$ cat config.mk
export PLATFORM = sky130hd
export DESIGN_NAME = fldet
export DESIGN_NICKNAME = d
export VERILOG_FILES = /design/src/fldet_pkg.sv /design/src/fldet.sv
export VERILOG_INCLUDE_DIRS = /design/src
export SDC_FILE = /design/constraint.sdc
export NUM_CORES = 2
export LEC_CHECK = 0
export ABC_AREA = 0
export BUFFER_PORTS_ARGS = -buffer_cell sky130_fd_sc_hd__buf_2
export CORE_MARGIN = 2
export CORE_UTILIZATION = 50
export CTS_CLUSTER_DIAMETER = 50
export DETAILED_ROUTE_END_ITERATION = 10
export PLACE_DENSITY = 0.63
export RECOVER_POWER = 25
export SLEW_MARGIN = 20
export SYNTH_ARGS = -nofsm -noshare
export SYNTH_HDL_FRONTEND = slang
export SYNTH_SLANG_ARGS = --single-unit
$ cat constraint.sdc
create_clock -name hclk -period 29.3 [get_ports hclk]
set_input_delay 2.93 -clock hclk [delete_from_list [all_inputs] [get_ports hclk]]
set_output_delay 2.93 -clock hclk [all_outputs]
set_load 0.03 [all_outputs]
$ cat src/fldet_map.svh
// Register map, codes and reset values of the frequency level detector
`ifndef FLDET_MAP_SVH
`define FLDET_MAP_SVH
// Register indices; byte address is index times four
`define FLD_IDX_OUT1_SEL 12'h0a00
`define FLD_IDX_OUT2_SEL 12'h0a01
`define FLD_IDX_RLYA_SEL 12'h0a02
`define FLD_IDX_RLYB_SEL 12'h0a03
`define FLD_IDX_LV1_THR  12'h0a14
`define FLD_IDX_LV1_HYS  12'h0a15
`define FLD_IDX_LV2_THR  12'h0a16
`define FLD_IDX_LV2_HYS  12'h0a17
`define FLD_IDX_BAND     12'h0a18
`define FLD_IDX_LIVE     12'h0a30
`define FLD_IDX_IRQ_STS  12'h0a31
`define FLD_IDX_IRQ_MSK  12'h0a32
// Reset values
`define FLD_RST_OUT1_SEL 16'h0002
`define FLD_RST_OUT2_SEL 16'h0002
`define FLD_RST_RLYA_SEL 16'h0008
`define FLD_RST_RLYB_SEL 16'h0000
`define FLD_RST_THR      16'h01f4
`define FLD_RST_PCT      16'h0000
// Selector codes and limits
`define FLD_SEL_MAX      16'h0023
`define FLD_SEL_LEVEL1   16'h000f
`define FLD_SEL_LEVEL2   16'h0010
`define FLD_SEL_ARRIVE   16'h0011
`define FLD_PCT_FULL     16'h03e8
`define FLD_PCT_DIV      32'h0000_03e8
// Event bit positions
`define FLD_EV_LEVEL1    0
`define FLD_EV_LEVEL2    1
`define FLD_EV_ARRIVE    2
`endif

$ cat src/fldet_pkg.sv
// Types shared by the frequency level detector
package fldet_pkg;

    typedef enum logic [1:0] {
        FLD_BUS_IDLE   = 2'b00,
        FLD_BUS_WRITE  = 2'b01,
        FLD_BUS_RDWAIT = 2'b10,
        FLD_BUS_RDDONE = 2'b11
    } fldet_bus_e;

    // Running frequency sample, 0.01 Hz units
    typedef struct packed {
        logic [15:0] freq;
        logic        update;
    } fldet_freq_s;

    // Reference frequencies from the drive, 0.01 Hz units
    typedef struct packed {
        logic [15:0] set_freq;
        logic [15:0] max_freq;
    } fldet_ref_s;

    typedef struct packed {
        logic output_terminal_one;
        logic output_terminal_two;
        logic relay_a_output;
        logic relay_b_output;
    } fldet_term_s;

    typedef struct packed {
        fldet_bus_e       bus;
        logic [11:0]      idx;
        logic             hit;
        logic [31:0]      rdata;
        logic [3:0][15:0] sel;
        logic [15:0]      thr1;
        logic [15:0]      hys1;
        logic [15:0]      thr2;
        logic [15:0]      hys2;
        logic [15:0]      band;
        logic             det1;
        logic             det2;
        logic             arr;
        logic [2:0]       sts;
        logic [2:0]       msk;
        logic             irq;
        fldet_term_s      term;
    } fldet_state_s;

endpackage : fldet_pkg

$ cat src/fldet.sv
// Frequency level and arrival detectors with AHB-Lite register slave
`timescale 1ns/10ps
`include "fldet_map.svh"

module fldet (
    // Clock and reset
    input  wire logic                   hclk,
    input  wire logic                   hresetn,
    // AHB-Lite slave
    input  wire logic                   hsel,
    input  wire logic [31:0]            haddr,
    input  wire logic [1:0]             htrans,
    input  wire logic                   hwrite,
    input  wire logic [2:0]             hsize,
    input  wire logic [31:0]            hwdata,
    input  wire logic                   hready,
    output logic                        hreadyout,
    output logic                        hresp,
    output logic [31:0]                 hrdata,
    // Drive frequencies
    input  wire fldet_pkg::fldet_freq_s run_in,
    input  wire fldet_pkg::fldet_ref_s  ref_in,
    // Terminals and interrupt
    output fldet_pkg::fldet_term_s      term_out,
    output logic                        irq
);
    import fldet_pkg::*;

    localparam fldet_state_s ST_RST = '{
        bus:  FLD_BUS_IDLE,
        sel:  {`FLD_RST_RLYB_SEL, `FLD_RST_RLYA_SEL,
               `FLD_RST_OUT2_SEL, `FLD_RST_OUT1_SEL},
        thr1: `FLD_RST_THR,
        hys1: `FLD_RST_PCT,
        thr2: `FLD_RST_THR,
        hys2: `FLD_RST_PCT,
        band: `FLD_RST_PCT,
        default: '0
    };

    fldet_state_s s_q;
    fldet_state_s s_d;

    logic [15:0] lag1;
    logic [15:0] lag2;
    logic [15:0] half_band;
    logic [16:0] band_lo;
    logic [16:0] band_hi;
    logic [2:0]  events;
    logic [15:0] wval;

    // Value times a 0.1 % percentage; result never exceeds value
    function automatic logic [15:0] pct_of(
        input logic [15:0] value,
        input logic [15:0] pct
    );
        logic [31:0] prod;
        prod = 32'(value) * 32'(pct);
        return 16'(prod / `FLD_PCT_DIV);
    endfunction

    // Routes one detector result to a terminal by its selector
    function automatic logic route(
        input logic [15:0] code,
        input logic        lv1,
        input logic        lv2,
        input logic        arrive
    );
        logic r;
        r = 1'b0;
        case (code)
            `FLD_SEL_LEVEL1: begin
                r = lv1;
            end
            `FLD_SEL_LEVEL2: begin
                r = lv2;
            end
            `FLD_SEL_ARRIVE: begin
                r = arrive;
            end
            default: begin
                r = 1'b0;
            end
        endcase
        return r;
    endfunction

    // Release points and arrival window
    assign lag1      = pct_of(s_q.thr1, s_q.hys1);
    assign lag2      = pct_of(s_q.thr2, s_q.hys2);
    assign half_band = pct_of(ref_in.max_freq, s_q.band);
    // Extra bit keeps set plus band from wrapping; low edge clamps at zero
    assign band_hi   = {1'b0, ref_in.set_freq} + {1'b0, half_band};
    assign band_lo   = {1'b0, run_in.freq} + {1'b0, half_band};
    assign wval      = hwdata[15:0];

    always_comb begin
        s_d = s_q;

        // Data phase of the previous bus transfer
        case (s_q.bus)
            FLD_BUS_WRITE: begin
                if (s_q.hit) begin
                    case (s_q.idx)
                        `FLD_IDX_OUT1_SEL: begin
                            if (wval <= `FLD_SEL_MAX) begin
                                s_d.sel[0] = wval;
                            end
                        end
                        `FLD_IDX_OUT2_SEL: begin
                            if (wval <= `FLD_SEL_MAX) begin
                                s_d.sel[1] = wval;
                            end
                        end
                        `FLD_IDX_RLYA_SEL: begin
                            if (wval <= `FLD_SEL_MAX) begin
                                s_d.sel[2] = wval;
                            end
                        end
                        `FLD_IDX_RLYB_SEL: begin
                            if (wval <= `FLD_SEL_MAX) begin
                                s_d.sel[3] = wval;
                            end
                        end
                        `FLD_IDX_LV1_THR: begin
                            if (wval <= ref_in.max_freq) begin
                                s_d.thr1 = wval;
                            end
                        end
                        `FLD_IDX_LV1_HYS: begin
                            if (wval <= `FLD_PCT_FULL) begin
                                s_d.hys1 = wval;
                            end
                        end
                        `FLD_IDX_LV2_THR: begin
                            if (wval <= ref_in.max_freq) begin
                                s_d.thr2 = wval;
                            end
                        end
                        `FLD_IDX_LV2_HYS: begin
                            if (wval <= `FLD_PCT_FULL) begin
                                s_d.hys2 = wval;
                            end
                        end
                        `FLD_IDX_BAND: begin
                            if (wval <= `FLD_PCT_FULL) begin
                                s_d.band = wval;
                            end
                        end
                        `FLD_IDX_IRQ_STS: begin
                            s_d.sts = s_q.sts & ~hwdata[2:0];
                        end
                        `FLD_IDX_IRQ_MSK: begin
                            s_d.msk = hwdata[2:0];
                        end
                        default: begin
                        end
                    endcase
                end
            end
            FLD_BUS_RDWAIT: begin
                // One wait state so a read always sees the last write
                s_d.rdata = 32'h0000_0000;
                if (s_q.hit) begin
                    case (s_q.idx)
                        `FLD_IDX_OUT1_SEL: begin
                            s_d.rdata[15:0] = s_q.sel[0];
                        end
                        `FLD_IDX_OUT2_SEL: begin
                            s_d.rdata[15:0] = s_q.sel[1];
                        end
                        `FLD_IDX_RLYA_SEL: begin
                            s_d.rdata[15:0] = s_q.sel[2];
                        end
                        `FLD_IDX_RLYB_SEL: begin
                            s_d.rdata[15:0] = s_q.sel[3];
                        end
                        `FLD_IDX_LV1_THR: begin
                            s_d.rdata[15:0] = s_q.thr1;
                        end
                        `FLD_IDX_LV1_HYS: begin
                            s_d.rdata[15:0] = s_q.hys1;
                        end
                        `FLD_IDX_LV2_THR: begin
                            s_d.rdata[15:0] = s_q.thr2;
                        end
                        `FLD_IDX_LV2_HYS: begin
                            s_d.rdata[15:0] = s_q.hys2;
                        end
                        `FLD_IDX_BAND: begin
                            s_d.rdata[15:0] = s_q.band;
                        end
                        `FLD_IDX_LIVE: begin
                            s_d.rdata[2:0] = {s_q.arr, s_q.det2, s_q.det1};
                        end
                        `FLD_IDX_IRQ_STS: begin
                            s_d.rdata[2:0] = s_q.sts;
                        end
                        `FLD_IDX_IRQ_MSK: begin
                            s_d.rdata[2:0] = s_q.msk;
                        end
                        default: begin
                        end
                    endcase
                end
                s_d.bus = FLD_BUS_RDDONE;
            end
            default: begin
            end
        endcase

        // Address phase; hready is low only during our own read wait
        if (hready) begin
            if (hsel && htrans[1]) begin
                s_d.idx = haddr[13:2];
                s_d.hit = (haddr[31:14] == 18'h0_0000) && (haddr[1:0] == 2'b00);
                s_d.bus = hwrite ? FLD_BUS_WRITE : FLD_BUS_RDWAIT;
            end else begin
                s_d.bus = FLD_BUS_IDLE;
            end
        end

        // Detectors act only on a fresh frequency sample
        if (run_in.update) begin
            if (run_in.freq > s_q.thr1) begin
                s_d.det1 = 1'b1;
            end else if (run_in.freq < s_q.thr1 - lag1) begin
                s_d.det1 = 1'b0;
            end else begin
                s_d.det1 = s_q.det1;
            end
            if (run_in.freq > s_q.thr2) begin
                s_d.det2 = 1'b1;
            end else if (run_in.freq < s_q.thr2 - lag2) begin
                s_d.det2 = 1'b0;
            end else begin
                s_d.det2 = s_q.det2;
            end
            s_d.arr = (band_lo >= {1'b0, ref_in.set_freq})
                   && ({1'b0, run_in.freq} <= band_hi);
        end

        // Any change of a detector is an event; set beats clear
        events = {s_d.arr ^ s_q.arr, s_d.det2 ^ s_q.det2, s_d.det1 ^ s_q.det1};
        s_d.sts = s_d.sts | events;
        s_d.irq = |(s_d.sts & s_d.msk);

        // Terminals follow the registered detector state
        s_d.term.output_terminal_one = route(s_q.sel[0], s_q.det1, s_q.det2, s_q.arr);
        s_d.term.output_terminal_two = route(s_q.sel[1], s_q.det1, s_q.det2, s_q.arr);
        s_d.term.relay_a_output      = route(s_q.sel[2], s_q.det1, s_q.det2, s_q.arr);
        s_d.term.relay_b_output      = route(s_q.sel[3], s_q.det1, s_q.det2, s_q.arr);
    end

    always_ff @(posedge hclk or negedge hresetn) begin
        if (!hresetn) begin
            s_q <= ST_RST;
        end else begin
            s_q <= s_d;
        end
    end

    assign hreadyout = (s_q.bus != FLD_BUS_RDWAIT);
    assign hresp     = 1'b0;
    assign hrdata    = s_q.rdata;
    assign term_out  = s_q.term;
    assign irq       = s_q.irq;

endmodule // fldet

# Yosys cells after proc, flatten, opt, wreduce, memory -nomap -nowiden

Index checks and enable logic that the tools add are counted.
Widths: inputs -> output; s select.

Div/mod/pow operators: 3
$mul: 3
Add/sub/neg operators: 4
Order comparisons: 9
Reductions and logical operators: 17
Mux-type cells: 21
Bitwise logic cells: 7
Equal/unequal tests: 27

Operator list:

| kind                   | number |
|---|---|
| $eq 12x12->1 const B   | 12 |
| $eq 16x5->1 const B    | 8 |
| $pmux 13 s9            | 1 |
| $div 32x10->32 const B | 3 |
| $mul 16x16->32         | 3 |
| $eq 16x4->1 const B    | 4 |
| $pmux 3 s12            | 1 |
| $reduce_and 4->1       | 9 |
| $add 16x16->17         | 2 |
| $gt 16x16->1           | 2 |
| $lt 16x16->1           | 2 |
| $sub 16x16->16         | 2 |
| $logic_not 18->1       | 1 |
| $ge 17x16->1           | 1 |
| $le 16x17->1           | 1 |
| $le 16x10->1 const B   | 1 |
| $le 16x16->1           | 1 |
| $le 16x6->1 const B    | 1 |
| $mux 16                | 1 |
| $mux 15                | 1 |
| $mux 13                | 1 |
| $mux 6                 | 2 |
| $pmux 1 s3             | 4 |
| $mux 3                 | 3 |
| other kinds (14)       | 24 |

Register bits: 189
Bits of input ports: 123
Output and inout bits: 39
Logic and storage cells: 114

# Logic depth before layout (Yosys ltp)

Depth in word-level cells: 11
Mapped depth: 119

# Worst setup path before layout

No wires, ideal clock.

Path kind: in2reg
Start point: in ref_in[13] (netlist bit)
End point: reg s_q, in the netlist irq
Arrival: 26470 ps
Stages on the path: 104
Path buffers: 7
Setup slack: 2708 ps
Setup time: 121 ps
Cells stage by stage: clkbuf_1 clkbuf_1 nand2_1 fa_1 inv_1 fa_1 fa_1 fa_1 fa_1 inv_1 fa_1 inv_1 ha_1 buf_2 o21ai_1 a21oi_1 o31ai_1 o21ai_1 [68 not listed] o21bai_1 a21oi_1 xnor2_1 ha_1 a21o_1 a21o_1 a21oi_1 o21ai_0 a21o_1 a21o_1 a21oi_1 nor3_1 nand2_1 nand3_1 nand3_1 o211ai_1 nand2_1 nand2_1

RTL lines:

| item                 | RTL line     | RTL |
|---|---|---|
| start, declared      | fldet.sv:22  | `input wire fldet_pkg::fldet_ref_s ref_in,` |
| end signal, assigned | fldet.sv:257 | `s_q <= ST_RST;` |
| end signal, assigned | fldet.sv:259 | `s_q <= s_d;` |
| end, declared        | fldet.sv:41  | `fldet_state_s s_q;` |

==> impl_metrics.env <==
export IMPL_end_kind="flip-flop"
export IMPL_hp_class="flip-flop to flip-flop"
export IMPL_layout_nets=8667
export IMPL_final_setup_viol_count=0
export IMPL_numCtsBuffers=17
export IMPL_critPathMaxFanout=17
export IMPL_maxCapViolCount=1
export IMPL_dp_hpwl_mm=141.3
export IMPL_final_cells=9027
export IMPL_grt_pass1_vias=54071
export IMPL_status="complete, but fails checks"
export IMPL_clock_skew_ns=0.01637
export IMPL_grt_pass1_wl_mm=291.7
export IMPL_irDropWorstVdd_mv=0.03588
export IMPL_grt_overflow=0
export IMPL_yosysUniqueCellTypes=152
export IMPL_io_pins=162
export IMPL_postSynthCellCount=7422
export IMPL_finalCritPeriodShare=0.9526
export IMPL_drc=0
export IMPL_critPathMaxStageDelay_ns=0.61
export IMPL_syn_to_final_growth_pct=7.039
export IMPL_firstDrtPassIters=6
export IMPL_slew_limit_headroom=-2.899
export IMPL_synth_avg_cell_area_um2=8.006
export IMPL_post_route_cell_area_um2=63610
export IMPL_placementRows=126
export IMPL_dpl_cell_area_um2=62200
export IMPL_clk_latency_ns=0.44
export IMPL_holdPathStages=2
export IMPL_holdBufCountCts=0
export IMPL_worst_r2r_cell_count=100
export IMPL_max_freq_ghz=0.03583
export IMPL_cts_sinks=189
export IMPL_drv_slew=107
export IMPL_root_buffer="clkbuf_16"
export IMPL_start_kind="input port"
export IMPL_p_per_area_nw_per_um2=9.726
export IMPL_die_x_um=348.7
export IMPL_crit_type="input port to flip-flop"
export IMPL_viasPerCell=6.182
export IMPL_start_util=0.5039
export IMPL_synthArstFlopShare=1.000
export IMPL_ys_warn_count=0
export IMPL_post_drt_wl_per_cell_um=19.97
export IMPL_clk_pin_slew_ns=0.07
export IMPL_routabilityCongestion=0.9014
export IMPL_track_usage=0.2921
export IMPL_drive_gt1_frac=0.1155
export IMPL_die_y_um=348.7
export IMPL_core_um2=117900
export IMPL_cts_max_level=4
export IMPL_antenna_found_initial=9
export IMPL_synth_seq_area_share=0.07991
export IMPL_hold_viol=0
export IMPL_synth_ff_type="dfrtp_1"
export IMPL_cts_tree="built"
export IMPL_synth_edff_count=0
export IMPL_routed_wl_mm=180.3
export IMPL_cts_buffer_depth=2
export IMPL_tightest_slew_ns=5.848
export IMPL_ant_nets=0
export IMPL_failed_checks="capacitance limit, slew limit"
export IMPL_tns_ns=0
export IMPL_layout_min_cycle_time_ns=27.91
export IMPL_crit_slowest_cell="fa_1"
export IMPL_numPortBuffers=124
export IMPL_leakage_nw=29.62
export IMPL_placed_cells=8982
export IMPL_syn_area_um2=59420
export IMPL_required_ns=29.63
export IMPL_cp_arrival_ns=28.24
export IMPL_vias=55806
export IMPL_grt_max_degree=107
export IMPL_dieArea_um2=121600
export IMPL_ys_ff_latch=189
export IMPL_drtIter0Drc=4555
export IMPL_cpMostUsedCell="buf_4"
per-layer routing:
layer | up-vias | share of wire | track usage
met4 | 8 | 0.022 | 0.06290
li1 | 26239 | - | -
met3 | 242 | 0.069 | 0.03736
met2 | 1840 | 0.46 | 0.4772
met1 | 27477 | 0.45 | 0.4125
met5 | - | 0.00030 | 0
repair_timing:
action	in CTS	in global routing
buffers inserted	0	9
gates resized for setup	0	167
endpoints found under the setup margin	0	7
endpoints found under the hold margin	0	0
layout make-up:
| type | count | area [um^2] |
|---|---|---|
| Clock inverter | 13 | 182.7 |
| Antenna cell | 4 | 10.01 |
| Inverter | 824 | 3095 |
| Sequential cell | 189 | 4818 |
| Multi-Input combinational cell | 6073 | 50650 |
| Timing Repair Buffer | 369 | 2494 |
| Clock buffer | 19 | 432.9 |
| Tap cell | 1536 | 1922 |
| Fill cell | 11229 | 54320 |
metrics by stage:
| step | util | total power (W) | hold slack (ns) | setup WS [ns] |
|---|---|---|---|---|
| final | 0.5394 | 0.0006186 | 0.4838 | 1.388 |
| after floorplan | - | 0.0003243 | 0.4400 | 2.708 |
| after CTS | 0.5327 | 0.0006205 | 0.4949 | 0.6494 |
| after detailed placement | 0.5275 | 0.0003723 | 0.4789 | 0.2650 |
| after global routing | 0.5393 | 0.0006406 | 0.5218 | -0.06186 |
| after global placement | 0.5275 | 0.0003705 | 0.4720 | 0.3899 |
layout by cell type (no fill, tap or decap), types with 214 or more instances in the layout:
cell type,count
a21oi_1,367
and2_1,511
buf_4,246
fa_1,586
ha_1,479
inv_1,811
nand2_1,800
nor2_1,326
o21ai_0,304
xnor2_1,214
synthesized netlist by cell type (all sizes together) (35+ instances only):
| library cell | count | area [um^2] |
|---|---|---|
| a21oi | 398 | 2086 |
| xnor2 | 225 | 1986 |
| buf | 126 | 790.8 |
| or3 | 48 | 305.3 |
| a211o | 48 | 429.2 |
| nor3 | 148 | 775.8 |
| clkbuf | 226 | 852.1 |
| nor4 | 72 | 503.0 |
| and3 | 51 | 319.1 |
| a31oi | 79 | 519.3 |
| fa | 586 | 11730 |
| and2 | 514 | 3216 |
| o211ai | 100 | 799.5 |
| o21ai | 368 | 1872 |
| mux2 | 95 | 1077 |
| o21bai | 43 | 322.8 |
| a21o | 114 | 855.8 |
| nand4 | 83 | 525.5 |
| nand2 | 802 | 3015 |
| dfrtp | 174 | 4354 |
| o31ai | 45 | 381.6 |
| o22ai | 40 | 256.5 |
| or2 | 47 | 294.0 |
| inv | 821 | 3082 |
| o21a | 69 | 518.0 |
| nor2 | 341 | 1308 |
| nor2b | 80 | 500.5 |
| nand3 | 178 | 900.9 |
| ha | 484 | 6056 |
| o211a | 37 | 385.4 |
| mux2i | 75 | 754.5 |
| a221oi | 35 | 355.3 |
| a211oi | 88 | 728.2 |
| nand2b | 92 | 575.6 |
| xor2 | 85 | 752.0 |
worst max-delay path: cells and delay by family:
family / cells / cell delay, ns
AOI/OAI and AO/OA: 53 / 12.34
buffers and inverters: 17 / 2.68
adders and majority gates: 10 / 4.67
muxes: 2 / 0.47
and+or+nand+nor: 25 / 4.99
xor gates and xnor gates: 1 / 0.10
registers in the layout (all words and copies together) (netlist names):
register,count
term_out,4
irq,1
hrdata,16
s_q,168
worst paths after layout:
path / from / end / slack [ns]
max: ref_in[5] / irq / 1.39
min: hrdata[5] / hrdata[5] / 0.48
max reg2reg: s_q[89] / irq / 2.00
min reg2reg: hrdata[5] / hrdata[5] / 0.48
max in group asynchronous: hresetn / s_q[191] / 20.92
min in group asynchronous: hresetn / term_out[0] / 4.67
where the power goes:
part | internal, W | switching (W)
combinational | 0.0000337 | 0.0000679
sequential | 0.000264 | 0.00000311
clock | 0.000138 | 0.000112
logic make-up after synthesis:
family                   count (synthesis)  share of synthesized area
adder cells (fa/ha/maj)               1087                     0.3022
buffers and inverters                 1176                    0.07974
other                                    1                 0.00006311
flip-flops                             189                    0.07991
multiplexers                           187                    0.03727
AND/OR/NAND/NOR                       2569                     0.2226
XOR/XNOR                               311                    0.04645
AO/OA/AOI/OAI                         1902                     0.2318
No activity file was read; power rests on OpenSTA's default activity.
